<file path="src/logic/spims_pkg.sv">
// Shared constants, types and helpers of the serial master/slave port
package spims_pkg;

  // Role and clock source field values
  localparam logic [2:0] ROLE_MST_DIV4 = 3'h0;
  localparam logic [2:0] ROLE_MST_DIV16 = 3'h1;
  localparam logic [2:0] ROLE_MST_DIV64 = 3'h2;
  localparam logic [2:0] ROLE_MST_SUB = 3'h3;
  localparam logic [2:0] ROLE_MST_TIMER = 3'h4;
  localparam logic [2:0] ROLE_SLAVE = 3'h5;

  // Half periods of the master clock, in system clocks
  localparam logic [5:0] HALF_DIV4 = 6'h02;
  localparam logic [5:0] HALF_DIV16 = 6'h08;
  localparam logic [5:0] HALF_DIV64 = 6'h20;

  // Transfer geometry
  localparam int XFER_BITS = 8;
  localparam logic [4:0] LAST_EDGE = 5'h0f;
  localparam logic [4:0] LAST_BIT = 5'h07;

  // Values after reset
  localparam logic [2:0] RST_ROLE = 3'h7;
  localparam logic [7:0] RST_DATA = 8'h00;

  typedef struct packed {
    logic [2:0] role_clock_select;
    logic port_enable;
    logic select_pin_use;
    logic clock_idle_polarity;
    logic clock_capture_edge;
    logic bit_order_msb_first;
  } spims_cfg_s;

  typedef struct packed {
    logic incomplete_transfer_flag;
    logic write_collision_flag;
    logic transfer_done_flag;
  } spims_flags_s;

  typedef enum logic [1:0] {
    ST_IDLE = 2'b00,
    ST_WAIT = 2'b01,
    ST_MRUN = 2'b10,
    ST_SRUN = 2'b11
  } spims_state_e;

  // Capture edge is rising for polarity 0/edge 0 and polarity 1/edge 1
  function automatic logic capture_rising(input logic polb, input logic edg);
    capture_rising = polb ? edg : ~edg;
  endfunction

  // Outgoing bit of the shift buffer
  function automatic logic out_bit(input logic [7:0] sh, input logic msb);
    out_bit = msb ? sh[7] : sh[0];
  endfunction

  // One shift step: out bit leaves, incoming bit enters the other end
  function automatic logic [7:0] shift_in(input logic [7:0] sh, input logic b,
                                          input logic msb);
    shift_in = msb ? {sh[6:0], b} : {b, sh[7:1]};
  endfunction

endpackage

</file>
<file path="src/logic/spims_port.sv">
// Serial master/slave port: pin logic, shift engine and flags
// How it works
// - Slave presents data per polarity and edge
// - Keeps running while its clock runs
// - Select unused: slave always active
// - Bus opens, then waits for receive buffer space
// - Master data write starts the transfer
// - Done flag set after all bits
// - Slave shifts one bit per clock
// - Disabled port releases all pins
// - Four lines: clock, in, out, select
// - Select unused: pin has no control
// - Enabled idle, slave not selected: data out held high
// - Master idles clock; slave floats it
// - Master makes clock; slave takes it
// - Received byte copied only when complete
// - Both ends share the bit order
// - Write while busy: collision, discarded
// - Collision flag sticky until cleared
// - Role field selects role and clock
// - Polarity and edge select capture edge
// - Bit order: 1 is MSB first
// - Early deselect sets incomplete and done
`timescale 1ns/1ps
module spims_port (
  input wire logic clk_sys,
  input wire logic rst,
  input wire logic clk_en,
  input wire spims_pkg::spims_cfg_s cfg,
  input wire logic irq_enable,
  input wire logic data_wr,
  input wire logic [7:0] data_wr_byte,
  input wire logic clr_done,
  input wire logic clr_collision,
  input wire logic incomplete_wr,
  input wire logic incomplete_wr_val,
  input wire logic sub_clock_pin,
  input wire logic timer_match_pulse,
  input wire logic serial_clock_pin_i,
  input wire logic serial_data_in,
  input wire logic slave_select_n,
  input wire logic rx_ready,
  output logic serial_clock_pin_o,
  output logic serial_clock_pin_oe,
  output logic serial_data_out_o,
  output logic serial_data_out_oe,
  output logic pin_function_active,
  output spims_pkg::spims_flags_s flags,
  output logic [7:0] shift_data_register,
  output logic busy,
  output logic irq,
  output logic rx_valid,
  output logic [7:0] rx_byte
);
  import spims_pkg::*;

  ////////////////////////////////////////////////////////////////////////
  // Pin synchronisers: sck, sdi, ssn, sub clock
  logic [3:0] meta_r;
  logic [3:0] sync_r;
  logic sck_d_r;
  logic sub_d_r;

  always_ff @(posedge clk_sys or posedge rst)
  begin
    if (rst)
    begin
      meta_r <= 4'hf;
      sync_r <= 4'hf;
      sck_d_r <= 1'b1;
      sub_d_r <= 1'b1;
    end
    else if (clk_en)
    begin
      meta_r <= {sub_clock_pin, slave_select_n, serial_data_in, serial_clock_pin_i};
      sync_r <= meta_r;
      sck_d_r <= sync_r[0];
      sub_d_r <= sync_r[3];
    end
  end

  ////////////////////////////////////////////////////////////////////////
  // Mode decode
  logic enabled;
  logic is_master;
  logic is_slave;
  logic slave_sel;
  logic cap_rise;
  logic slv_cap;
  logic half_tick;
  logic buf_ready;
  logic sub_edge;

  assign enabled = cfg.port_enable && (cfg.role_clock_select <= ROLE_SLAVE);
  assign is_master = enabled && (cfg.role_clock_select != ROLE_SLAVE);
  assign is_slave = enabled && (cfg.role_clock_select == ROLE_SLAVE);
  // Select pin only counts when in use
  assign slave_sel = is_slave && (!cfg.select_pin_use || !sync_r[2]);
  assign cap_rise = capture_rising(cfg.clock_idle_polarity, cfg.clock_capture_edge);
  // Slave clock comes from the pin
  assign slv_cap = cap_rise ? (sync_r[0] && !sck_d_r) : (!sync_r[0] && sck_d_r);
  assign sub_edge = sync_r[3] ^ sub_d_r;

  ////////////////////////////////////////////////////////////////////////
  // Shift engine
  spims_state_e st_r;
  spims_state_e st_nxt;
  logic [7:0] sh_r;
  logic [7:0] sh_nxt;
  logic [4:0] cnt_r;
  logic [4:0] cnt_nxt;
  logic sck_r;
  logic sck_nxt;
  logic sdo_r;
  logic sdo_nxt;
  spims_flags_s fl_r;
  spims_flags_s fl_nxt;
  logic [7:0] rd_r;
  logic [7:0] rd_nxt;
  logic push_r;
  logic push_nxt;
  logic irq_r;
  logic done_set;
  logic inc_set;
  logic wr_busy;
  logic [7:0] base;

  spims_tick u_tick (
    .clk_sys(clk_sys),
    .rst(rst),
    .clk_en(clk_en),
    .run(st_r == ST_MRUN),
    .role(cfg.role_clock_select),
    .sub_edge(sub_edge),
    .timer_tick(timer_match_pulse),
    .half_tick(half_tick)
  );

  always_comb
  begin
    st_nxt = st_r;
    sh_nxt = sh_r;
    cnt_nxt = cnt_r;
    sck_nxt = sck_r;
    rd_nxt = rd_r;
    push_nxt = 1'b0;
    done_set = 1'b0;
    inc_set = 1'b0;
    // A write during a transfer is dropped
    wr_busy = data_wr && (st_r != ST_IDLE);
    base = (data_wr && st_r == ST_IDLE) ? data_wr_byte : sh_r;
    if (!enabled)
    begin
      st_nxt = ST_IDLE;
      cnt_nxt = 5'h00;
      sck_nxt = ~cfg.clock_idle_polarity;
    end
    else
    begin
      case (st_r)
        ST_IDLE:
        begin
          sh_nxt = base;
          sck_nxt = ~cfg.clock_idle_polarity;
          cnt_nxt = 5'h00;
          // Data write opens a master transfer
          if (is_master && data_wr)
          begin
            st_nxt = ST_WAIT;
          end
          // Selected slave shifts on a master edge
          else if (slave_sel && slv_cap)
          begin
            sh_nxt = shift_in(base, sync_r[1], cfg.bit_order_msb_first);
            cnt_nxt = 5'h01;
            st_nxt = ST_SRUN;
          end
        end
        ST_WAIT:
        begin
          // Holds off while the receive buffer is full
          if (buf_ready)
          begin
            st_nxt = ST_MRUN;
          end
        end
        ST_MRUN:
        begin
          if (half_tick)
          begin
            sck_nxt = ~sck_r;
            cnt_nxt = cnt_r + 5'h01;
            if (~sck_r == cap_rise)
            begin
              sh_nxt = shift_in(sh_r, sync_r[1], cfg.bit_order_msb_first);
            end
            if (cnt_r == LAST_EDGE)
            begin
              st_nxt = ST_IDLE;
              cnt_nxt = 5'h00;
              done_set = 1'b1;
              push_nxt = 1'b1;
            end
          end
        end
        ST_SRUN:
        begin
          if (cfg.select_pin_use && sync_r[2])
          begin
            st_nxt = ST_IDLE;
            cnt_nxt = 5'h00;
            done_set = 1'b1;
            inc_set = 1'b1;
          end
          else if (!slave_sel)
          begin
            st_nxt = ST_IDLE;
            cnt_nxt = 5'h00;
          end
          else if (slv_cap)
          begin
            sh_nxt = shift_in(sh_r, sync_r[1], cfg.bit_order_msb_first);
            cnt_nxt = cnt_r + 5'h01;
            if (cnt_r == LAST_BIT)
            begin
              st_nxt = ST_IDLE;
              cnt_nxt = 5'h00;
              done_set = 1'b1;
              push_nxt = 1'b1;
            end
          end
        end
        default:
        begin
          st_nxt = ST_IDLE;
        end
      endcase
    end
    // Readable byte changes only on completion
    if (push_nxt)
    begin
      rd_nxt = sh_nxt;
    end
    // Bit out while active, high otherwise
    sdo_nxt = 1'b1;
    if (enabled && (st_nxt != ST_IDLE || slave_sel))
    begin
      sdo_nxt = out_bit(sh_nxt, cfg.bit_order_msb_first);
    end
    fl_nxt.transfer_done_flag = done_set || (fl_r.transfer_done_flag && !clr_done);
    fl_nxt.write_collision_flag = wr_busy ||
                                  (fl_r.write_collision_flag && !clr_collision);
    fl_nxt.incomplete_transfer_flag = fl_r.incomplete_transfer_flag;
    if (incomplete_wr)
    begin
      fl_nxt.incomplete_transfer_flag = incomplete_wr_val;
    end
    if (inc_set)
    begin
      fl_nxt.incomplete_transfer_flag = 1'b1;
    end
  end

  // State advances whenever the clock is enabled
  always_ff @(posedge clk_sys or posedge rst)
  begin
    if (rst)
    begin
      st_r <= ST_IDLE;
      sh_r <= RST_DATA;
      cnt_r <= 5'h00;
      sck_r <= 1'b1;
      sdo_r <= 1'b1;
      fl_r <= '0;
      rd_r <= RST_DATA;
      push_r <= 1'b0;
      irq_r <= 1'b0;
      serial_clock_pin_oe <= 1'b0;
      serial_data_out_oe <= 1'b0;
      pin_function_active <= 1'b0;
      busy <= 1'b0;
    end
    else if (clk_en)
    begin
      st_r <= st_nxt;
      sh_r <= sh_nxt;
      cnt_r <= cnt_nxt;
      sck_r <= sck_nxt;
      sdo_r <= sdo_nxt;
      fl_r <= fl_nxt;
      rd_r <= rd_nxt;
      push_r <= push_nxt;
      irq_r <= irq_enable && (fl_nxt.transfer_done_flag || fl_nxt.write_collision_flag);
      serial_clock_pin_oe <= is_master;
      serial_data_out_oe <= enabled;
      pin_function_active <= enabled;
      busy <= (st_nxt != ST_IDLE);
    end
  end

  assign serial_clock_pin_o = sck_r;
  assign serial_data_out_o = sdo_r;
  assign flags = fl_r;
  assign shift_data_register = rd_r;
  assign irq = irq_r;

  spims_buf #(.WIDTH(XFER_BITS), .DEPTH(2)) u_buf (
    .clk_sys(clk_sys),
    .rst(rst),
    .clk_en(clk_en),
    .in_valid(push_r),
    .in_data(rd_r),
    .in_ready(buf_ready),
    .out_valid(rx_valid),
    .out_data(rx_byte),
    .out_ready(rx_ready)
  );
endmodule

</file>
<file path="src/logic/spims_tick.sv">
// Master serial clock half-period tick generator
`timescale 1ns/1ps
module spims_tick (
  input wire logic clk_sys,
  input wire logic rst,
  input wire logic clk_en,
  input wire logic run,
  input wire logic [2:0] role,
  input wire logic sub_edge,
  input wire logic timer_tick,
  output logic half_tick
);
  import spims_pkg::*;

  logic [5:0] cnt_r;
  logic [5:0] cnt_nxt;
  logic tick_r;
  logic tick_nxt;
  logic [5:0] half;

  assign half_tick = tick_r;

  always_comb
  begin
    cnt_nxt = cnt_r;
    tick_nxt = 1'b0;
    half = HALF_DIV4;
    case (role)
      ROLE_MST_DIV16: half = HALF_DIV16;
      ROLE_MST_DIV64: half = HALF_DIV64;
      default: half = HALF_DIV4;
    endcase
    if (!run)
    begin
      cnt_nxt = 6'h00;
    end
    else if (role == ROLE_MST_SUB)
    begin
      tick_nxt = sub_edge;
    end
    else if (role == ROLE_MST_TIMER)
    begin
      // Toggling per match halves the rate
      tick_nxt = timer_tick;
    end
    else if (cnt_r == half - 6'h01)
    begin
      cnt_nxt = 6'h00;
      tick_nxt = 1'b1;
    end
    else
    begin
      cnt_nxt = cnt_r + 6'h01;
    end
  end

  always_ff @(posedge clk_sys or posedge rst)
  begin
    if (rst)
    begin
      cnt_r <= 6'h00;
      tick_r <= 1'b0;
    end
    else if (clk_en)
    begin
      cnt_r <= cnt_nxt;
      tick_r <= tick_nxt;
    end
  end
endmodule

</file>
<file path="src/logic/spims_buf.sv">
// Two-entry receive buffer with valid/ready on both sides
`timescale 1ns/1ps
module spims_buf #(
  parameter int WIDTH = 8,
  parameter int DEPTH = 2
) (
  input wire logic clk_sys,
  input wire logic rst,
  input wire logic clk_en,
  input wire logic in_valid,
  input wire logic [WIDTH-1:0] in_data,
  output logic in_ready,
  output logic out_valid,
  output logic [WIDTH-1:0] out_data,
  input wire logic out_ready
);
  localparam int PW = (DEPTH > 1) ? $clog2(DEPTH) : 1;
  localparam int CW = $clog2(DEPTH + 1);

  logic [WIDTH-1:0] mem_r [DEPTH];
  logic [PW-1:0] wr_r;
  logic [PW-1:0] rd_r;
  logic [CW-1:0] cnt_r;
  logic [PW-1:0] wr_nxt;
  logic [PW-1:0] rd_nxt;
  logic [CW-1:0] cnt_nxt;
  logic in_ready_r;
  logic out_valid_r;
  logic push;
  logic pop;

  assign in_ready = in_ready_r;
  assign out_valid = out_valid_r;
  assign out_data = mem_r[rd_r];

  always_comb
  begin
    push = in_valid && in_ready_r;
    pop = out_valid_r && out_ready;
    wr_nxt = wr_r;
    rd_nxt = rd_r;
    cnt_nxt = cnt_r;
    if (push)
    begin
      wr_nxt = (wr_r == PW'(DEPTH - 1)) ? '0 : wr_r + 1'b1;
    end
    if (pop)
    begin
      rd_nxt = (rd_r == PW'(DEPTH - 1)) ? '0 : rd_r + 1'b1;
    end
    if (push && !pop)
    begin
      cnt_nxt = cnt_r + 1'b1;
    end
    else if (pop && !push)
    begin
      cnt_nxt = cnt_r - 1'b1;
    end
  end

  always_ff @(posedge clk_sys or posedge rst)
  begin
    if (rst)
    begin
      wr_r <= '0;
      rd_r <= '0;
      cnt_r <= '0;
      in_ready_r <= 1'b1;
      out_valid_r <= 1'b0;
      for (int i = 0; i < DEPTH; i++)
      begin
        mem_r[i] <= '0;
      end
    end
    else if (clk_en)
    begin
      wr_r <= wr_nxt;
      rd_r <= rd_nxt;
      cnt_r <= cnt_nxt;
      in_ready_r <= (cnt_nxt < CW'(DEPTH));
      out_valid_r <= (cnt_nxt != '0);
      if (push)
      begin
        mem_r[wr_r] <= in_data;
      end
    end
  end
endmodule

</file>
<file path="config.mk">
export PLATFORM = sky130hd
export DESIGN_NAME = spims_port
export DESIGN_NICKNAME = d
export VERILOG_FILES = /design/src/logic/spims_pkg.sv /design/src/logic/spims_port.sv /design/src/logic/spims_tick.sv /design/src/logic/spims_buf.sv
export SDC_FILE = /design/constraint.sdc
export NUM_CORES = 1
export LEC_CHECK = 0
export BUFFER_PORTS_ARGS = -buffer_cell sky130_fd_sc_hd__buf_2
export CORE_MARGIN = 10
export CORE_UTILIZATION = 35
export DETAILED_ROUTE_END_ITERATION = 10
export PLACE_DENSITY_LB_ADDON = 0.1
export SETUP_SLACK_MARGIN = 0.05
export SYNTH_ARGS = -nofsm -noshare
export SYNTH_HDL_FRONTEND = slang
export SYNTH_SLANG_ARGS = --single-unit
export TNS_END_PERCENT = 20
</file>
<file path="constraint.sdc">
create_clock -name clk_sys -period 4.06 [get_ports clk_sys]
set_input_delay 0.609 -clock clk_sys [delete_from_list [all_inputs] [get_ports clk_sys]]
set_output_delay 0.609 -clock clk_sys [all_outputs]
set_load 0.1 [all_outputs]
</file>
### After elaboration in Yosys (flattened, before gate mapping)

Cells that the tools add are included.

* input port bits: 31
* memory bits (read-only): 0
* output and inout bits: 27
* flip-flop bits (word level): 72
* memories: 0
* bits in writable memories: 0
* latch bits: 0
* logic and storage cells: 184

* shift-type cells: 0
* bitwise logic cells: 6
* div/mod/pow operators: 0
* multiplexer cells: 75
* magnitude comparators: 5
* add/sub/neg operators: 7
* reduce and logical (&&, ||, !) cells: 45
* multiply operators: 0
* equal/unequal tests: 19

Operator list (number)
* $mux W8: 15
* $mux W5: 7
* $mux W1: 28
* $mux W2: 12
* $mux W6: 4
* $pmux W8 S3: 1
* $logic_and A1 B1 Y1: 20
* $bwmux W16: 1
* $pmux W5 S3: 1
* $pmux W6 S2: 1
* $demux W8 S1: 1
* $logic_not A1 Y1: 8
* $pmux W2 S4: 1
* $reduce_and A2 Y1: 4
* $reduce_bool A2 Y1: 4
* $add A6 B1 Y6 const B: 1
* $eq A3 B2 Y1 const B: 2
* $eq A3 B3 Y1 const B: 2
* $eq A6 B6 Y1: 1
* $ne A3 B3 Y1 const B: 2
* $pmux W1 S2: 3
* $reduce_and A3 Y1: 2
* $sub A6 B1 Y6 const B: 1
* $add A5 B1 Y5 const B: 1
* other kinds (23): 34

### Logic depth before layout (Yosys ltp)

Gate-level depths: netlist of run 1.

* depth in word-level cells: 13
* mapped depth: 10
* mapped depth without buffers: 10

### Hierarchy

Synthesis of run 1 repeated with hierarchy kept, for this count alone.

* cells, all modules: 437
* area total of the unflattened synthesis: 4485.6 sq um

By module, submodules not included
* spims_port: cells an instance 294, times used 1, area an instance 2901.5 sq um, sequential area each 1091.0 sq um
* spims_buf: cells an instance 89, times used 1, area an instance 1091.0 sq um, sequential area each 551.8 sq um
* spims_tick: cells an instance 54, times used 1, area an instance 493.0 sq um, sequential area each 175.2 sq um

### Worst setup path before layout of run 1

OpenSTA, ideal clock, no wires.

* path kind: register -> register
* start: register sck_r, in the netlist serial_clock_pin_o
* end: register sh_r[2]
* data required time: 3983 ps
* path buffers: 0
* path slack: 1591 ps
* setup time: 77 ps
* cell stages (with the launch flop): 7
* arrival time: 2392 ps
* period minus slack after synthesis: 2469 ps
* cells stage by stage: dfstp_2 > xor3_4 > nand2b_4 > o22ai_2 > nand2_1 > o211a_1 > a21oi_1

* longest elaborated chain between the ends: 6

Ends and longest elaborated chain
* start: declaration: RTL line spims_port.sv:112 `logic sck_r;`
* start signal: assignment: RTL line spims_port.sv:288 `sck_r <= sck_nxt;`
* $not A1 Y1: RTL line spims_port.sv:193 `if (~sck_r == cap_rise)`
* $eq A1 B1 Y1: RTL line spims_port.sv:193
* $mux W8: RTL line spims_port.sv:193
* $mux W8: RTL line spims_port.sv:189 `if (half_tick)`
* $pmux W8 S3: RTL line spims_port.sv:160 `case (st_r)`
* $mux W8: RTL line spims_port.sv:152 `if (!enabled)`
* end signal: assignment: RTL line spims_port.sv:286 `sh_r <= sh_nxt;`
* end: declaration: RTL line spims_port.sv:108 `logic [7:0] sh_r;`

Every way passes these cells.
A chain may end at the register's enable or synchronous reset.

### Worst setup path after layout of run 1

* start: register st_r[0]
* end: register cnt_r[3]

* longest elaborated chain between the ends: 3
* elaborated cells between the ends (all ways): 9
* classes of those cells: 5 x eq/ne; 2 x mux; 2 x reduce/logical

Ends and longest elaborated chain
* start: declaration: RTL line spims_port.sv:106 `spims_state_e st_r;`
* start signal: assignment: RTL line spims_port.sv:285 `st_r <= st_nxt;`
* $eq A2 B2 Y1 / $logic_not A2 Y1 (equally long branches): RTL line spims_port.sv:160
* $ne A5 B5 Y1 (no source line), or another cell as far along
* $reduce_and A4 Y1 (no source line) / $mux W5 (equally long branches)
* end signal: assignment: RTL line spims_port.sv:287 `cnt_r <= cnt_nxt;`
* end: declaration: RTL line spims_port.sv:110 `logic [4:0] cnt_r;`

Several ways; a longest one is shown, not always the timed one.

==> metrics.txt, run 1 <==
status=finished clean; Top FF cell, synth=dfrtp_1; Max stage delay on crit path=approximately 0.81 ns; post-synth top area share=0.336; Worst-path clk slew=~0.070 ns; htree depth=3; fraction of layout cells with a size suffix above 1=0.307; Async S/R FF share, synth=1.00; buffers plus inverters on the worst setup path=1; worst clock skew=0.00872 ns; RD Place Congestion=roughly 0.85; clock root cell=clkbuf_16; final hold violations=0; Diodes inserted=0; largest area contributor in the netlist=dfrtp_1; Hold-fix buffers, CTS=0; grt total ovfl=0; RSZ-0062 raised after global routing=no; drt first pass iters=5; CP endpoint kind=flop; largest net degree at the start of global routing=42; Adder-Cell Fraction of Synth Area=0.0114; Mapped Cells=450; cells along the critical path=inv_1 > nand2_1 > o21ai_0 > a21o_4 > or4_1 > o21ai_0; area share of and/or/nand/nor cells after synthesis=0.149; Tot Pwr=between 2 and 2.5 mW; FF-to-FF path depth=6; kind of critical path=reg -> reg; Worst EP required=between 4 and 5 ns; r2r startpoint=st_r[0]; Register Area=0.00182 mm²; most used cell, CP=o21ai_0; Worst Setup Start Kind=flop; synth top area cells=dfrtp_1 34%, mux2_2 11%, dfstp_2 7.8%, nand2_1 3.8%, o21ai_0 3.8%; worst hold-check path type=in -> async; Die H=132 µm; compound-cell area share of the yosys netlist=0.207; final net count=about 530; VDD IR-drop max=roughly 0.17 mV; DR vias=3647; Reg-to-Reg End=cnt_r[3]; Leak=between 2 and 2.5 nW; # DRC=0; Routed Antenna Nets=0; total wire length=12000 µm; sequential-to-total area share from yosys stat=0.414; dpl hpwl=8660 µm; Mean Syn Cell Area=9.77 µm²; Slew @ Worst Pin=between 0.8 and 0.9 ns; row count=40; Ys Warns=0; PortBufs=between 50 and 60; CP max FO=20; Worst-Skew Late Latency=around 0.34 ns; CTS tree=done; Synth Area in XOR/XNOR=0.0259; minimum clock period=around 2.7 ns; Initial Util=0.361; crit share post-route=0.670; CP top delay family=simple AND/OR/NAND/NOR gates; Inserted Clock Buffers=9; core area=approximately 0.012 mm²; vias in the first global route=approximately 3500; Max Cap Viol=0; multi-input logic area=between 0.002 and 0.0025 mm²; first-pass GRT wire length=between 15000 and 20000 µm; fillers=about 1200; Max-slew headroom=0.435; number of vias per cell=~5.5; Cell Pwr Density=432 mW/mm²; Sinks on Clock Net=72; Setup TNS Final=0 ns; fmax=368 MHz; Resize count post-CTS=0; Initial DRC Count=296; drt wl/cell=between 15 and 20 µm; Crit path arrival time=around 3 ns; Post-Syn Area=around 0.0044 mm²; antenna violations before repair=0; main combinational cell family by area after synthesis=compound AO/OA/AOI/OAI gates; Yosys cell types=76; final slew viol count=0; total track usage=0.138; # IOs=58; Die X=roughly 130 µm; mux cell area share after synthesis=0.149; Clock Tree Buf Depth=2; post-synthesis register bit count=between 70 and 80; Post-synth EDFFs=0; Crit-path slowest cell=dfrtp_1; Net Count, Synth=485; die area=0.0174 mm²; r2r setup slk=about 1.3 ns; area grow syn2layout=15.7%; final setup fails=0; Setup Buffers After CTS=0
-- cells in the final DEF, fill, tap and decap left out, types with 16 or more instances in the layout --
| cell | count |
|---|---|
| dfrtp_1 | 59 |
| buf_2 | 57 |
| nand2_1 | 44 |
| mux2_2 | 41 |
| o21ai_0 | 33 |
| nor2_1 | 31 |
| a21oi_1 | 29 |
| nand3_1 | 18 |
| inv_1 | 16 |
-- registers in the layout (all words and copies together), names as in the netlist, 2 cells and up --
register	count
flags	3
st_r	2
cnt_r	5
u_buf.cnt_r	2
sync_r	4
shift_data_register	8
meta_r	4
sh_r	8
u_tick.cnt_r	6
u_buf.mem_r	16
-- Yosys cell counts (all sizes together) (3+ instances only) --
library cell  number
buf               10
or3                5
nor3b              3
nand2b             4
o2111ai            3
clkbuf            16
o21ai             34
dfstp             13
a211oi             3
xnor2              7
ha                 4
nor3               8
o31ai              6
and3               3
nor2              31
nand2             44
mux2              42
nand3             18
a21oi             32
a31oi              8
inv               17
mux2i             14
a32o               3
nand4              3
nor4               3
o21a               3
o211ai             7
dfrtp             59
a21o               6
-- where the power goes --
group	leakage, nW	internal [mW]	switching (mW)
logic	1.20	0.190	0.336
registers	0.930	0.787	0.0797
clock network	0.143	0.479	0.324
-- final cells by class --
| class | count | share of cell area |
|---|---|---|
| clock inverter | 6 | 0.0135 |
| timing repair buffer | 61 | 0.0620 |
| sequential | 72 | 0.357 |
| inverter | 17 | 0.0125 |
| tap | 168 | 0.0413 |
| multi-input combinational | 335 | 0.468 |
| clock buffer | 10 | 0.0450 |
-- cells by family after synthesis --
kind of cell / Yosys count
AND/OR/NAND/NOR: 133
AO/OA/AOI/OAI: 131
XOR/XNOR: 10
multiplexers: 57
buffers and inverters: 43
adder cells (fa/ha/maj): 4
flip-flops: 72
-- layer usage --
metal | up-vias | wire [µm] | global-route usage
met5 | - | 0 | 0
met2 | 106 | 5470 | 0.204
met1 | 1772 | 5500 | 0.187
met3 | 12 | 849 | 0.0427
met4 | 0 | 148 | 0.0408
li1 | 1757 | - | -
-- through the flow --
step	hold slack [ns]	worst slack (ns)	instance area, µm²	utilization	std cells
4_1_cts	0.375	1.35	5090	0.418	669
3_3_place_gp	0.474	1.36	4790	0.394	653
3_5_place_dp	0.484	1.35	4790	0.394	653
6_report	0.362	1.34	5090	0.418	669
5_1_grt	0.402	1.16	5090	0.418	669
2_1_floorplan	0.442	1.59	4400	-	450
-- worst max-delay path by stage --
stage | startpoint | end | cells after the start
2_1_floorplan | serial_clock_pin_o | sh_r[2] | 6
3_3_place_gp | cfg[1] | shift_data_register[0] | 8
3_5_place_dp | data_wr | shift_data_register[5] | 8
4_1_cts | st_r[0] | cnt_r[3] | 6
5_1_grt | st_r[0] | cnt_r[3] | 6
6_report | st_r[0] | cnt_r[3] | 6
No activity file was read; power rests on OpenSTA's default activity.
==> run 2, diff against run 1 <==
Settings changed: ABC_AREA set to 1.
Clock period 4.06 ns to 2.7 ns, I/O delays scaled along.
==> metrics.txt, run 2 <==
status=finished clean; final hold violations=0 (unchanged); Sinks on Clock Net=72 (unchanged); final net count=667 (+26%); Mean Syn Cell Area=7.28 µm² (-25%); worst hold-check path type=in -> async; DR vias=3856 (+5.7%); Setup TNS Final=0 ns (unchanged); Routed Antenna Nets=0 (unchanged); Psw=1.55 mW (+110%); Die H=130 µm (-1.7%); worst clock skew=0.00724 ns (-0.00147 ns); post-synthesis register bit count=72 (unchanged); dpl hpwl=8690 µm (+0.31%); RD Place Congestion=0.912 (+6.6%); Power Internal=2.11 mW (+45%); minimum clock period=roughly 2.1 ns; Slew @ Worst Pin=0.555 ns (-0.285 ns); fillers=1278 (+3.1%); CP endpoint kind=primary output; Diodes inserted=0 (unchanged); total track usage=0.145 (+0.00778); Tot Pwr=3.66 mW (+66%); grt total ovfl=0 (unchanged); CP max FO=10 (-50%); row count=40 (unchanged); Setup Buffers After CTS=0 (unchanged); vias in the first global route=3760 (+6.3%); Max-slew headroom=0.630 (+0.194); drt wl/cell=14.8 µm (-17%); Register Area=0.00182 mm² (unchanged); Net Count, Synth=615 (+27%); CTS tree=done; Worst Setup Start Kind=flop; Top FF cell, synth=dfrtp_1; Worst EP required=2.30 ns (-2.02 ns); Resize count post-CTS=0 (unchanged); Ys Warns=0 (unchanged); number of vias per cell=4.92 (-9.8%); sequential-to-total area share from yosys stat=0.430 (+0.0168); Post-Syn Area=0.00422 mm² (-3.9%); commonest cells after routing, fill and taps aside=210 x nand2_1, 59 x dfrtp_1, 58 x inv_1; Async S/R FF share, synth=1.00 (unchanged); antenna violations before repair=0 (unchanged); htree depth=3 (unchanged); Yosys cell types=37 (-51%); Die X=130 µm (-1.7%); Initial Util=0.355 (-0.00680); PortBufs=57 (unchanged); core area=0.0119 mm² (-2.1%); Worst-path clk slew=0.06 ns (about the same); Largest Register=u_buf.mem_r; clock power share=0.316 (-0.050); crit share post-route=0.791; Leak=2.46 nW (+8.3%); fraction of layout cells with a size suffix above 1=0.198 (-0.110); Mapped Cells=580 (+29%); # DRC=0 (unchanged); Inserted Clock Buffers=9 (unchanged); Cell Pwr Density=748 mW/mm² (+73%); clock root cell=clkbuf_16; VDD IR-drop max=0.433 mV (+150%); Clock Tree Buf Depth=2 (unchanged); final setup fails=0 (unchanged); largest net degree at the start of global routing=41 (-2.4%); Post-synth EDFFs=0 (unchanged); # IOs=58 (unchanged); drt first pass iters=6 (+1); synth top area cells=dfrtp_1 35%, nand2_1 19%, dfstp_2 8.1%, o21ai_0 6.6%, inv_1 5.2%; Worst-Skew Late Latency=0.35 ns (about the same); total wire length=11600 µm (-3.3%); largest area contributor in the netlist=dfrtp_1; multi-input logic area=0.00203 mm² (-15%); Comb power frac=0.320 (+0.080); top cells by count, synth=210 x nand2_1, 59 x dfrtp_1, 59 x inv_1; final slew viol count=0 (unchanged); area grow syn2layout=15.7% (about the same); commonest non-fill, non-tap cell in the layout=nand2_1; post-synth top area share=0.350 (+0.0136); most frequent cell after synthesis=nand2_1; first-pass GRT wire length=19400 µm (-1.4%); Hold-fix buffers, CTS=0 (unchanged); kind of critical path=reg -> out; RSZ-0062 raised after global routing=no; max reg flops=16 (unchanged); sequential power share=0.364 (-0.031); Initial DRC Count=471 (+59%); Max Cap Viol=0 (unchanged); die area=0.0169 mm² (-3.3%); fmax=roughly 470 MHz; Net Sw Frac=0.423 (+0.0861); Crit path arrival time=1.73 ns (-1.25 ns)
[run 2: metal layers]
metal,part of all wire,vias up,track usage
li1,-,1969,-
met1,0.49,1753,0.195
met2,0.44,116,0.219
met3,0.055,18,0.0458
met4,0.015,0,0.0443
met5,0,-,0
[run 2: cell families (layout without fill, tap and decap cells)]
group	count (synthesis)	count (layout)	synth area share
mux	1	1	0.00237
simple gates	301	301	0.303
buf+inv	86	143	0.0880
xor+xnor	5	5	0.0104
fa+ha+maj	4	4	0.0118
flops	72	72	0.430
compound gates	111	111	0.154
[run 2: critical path, stage by stage (launching register included)]
cell and delay, ns:
dfrtp_1 0.51, inv_1 0.28, nand2_1 0.09, nand2_1 0.08
buf_2 0.42
[run 2: layout make-up]
type,count,area share
clock buffers,9,0.0461
flip-flops and latches,72,0.372
clock inverters,7,0.0125
multi-input cells,422,0.416
repair buffers,61,0.0645
inverters,66,0.0507
well taps,147,0.0376
[run 2: final timing paths]
path | startpoint | to | slack, ns | cells past startpoint
min reg2reg | meta_r[3] | meta_r[3] | 0.46 | 2
max reg2reg | sync_r[0] | serial_data_out_o | 0.61 | 15
max in group asynchronous | rst | serial_clock_pin_o | 1.82 | 3
max | u_buf.rd_r | rx_byte[4] | 0.56 | 4
min in group clk_sys | irq_enable | irq | 0.25 | 3
min | rst | shift_data_register[7] | 0.10 | 2
[run 2: stage by stage]
stage	utilization	hold slack (ns)	cells	setup WS, ns	cell area (µm²)
floorplan	-	0.444	580	0.492	4220
global placement	0.386	0.454	768	0.429	4600
detailed placement	0.386	0.456	768	0.503	4600
CTS	0.410	0.123	784	0.515	4890
global route	0.410	0.138	784	0.324	4890
finish	0.410	0.104	784	0.564	4890
[run 2: power by group through the flow]
stage / sequential, mW / combinational, mW / clock, mW
CTS: 1.34 / 1.18 / 1.20
finish: 1.33 / 1.17 / 1.16
detailed placement: 1.35 / 1.18 / 0
floorplan: 1.47 / 0.794 / 0
global placement: 1.35 / 1.18 / 0
global route: 1.36 / 1.28 / 1.24
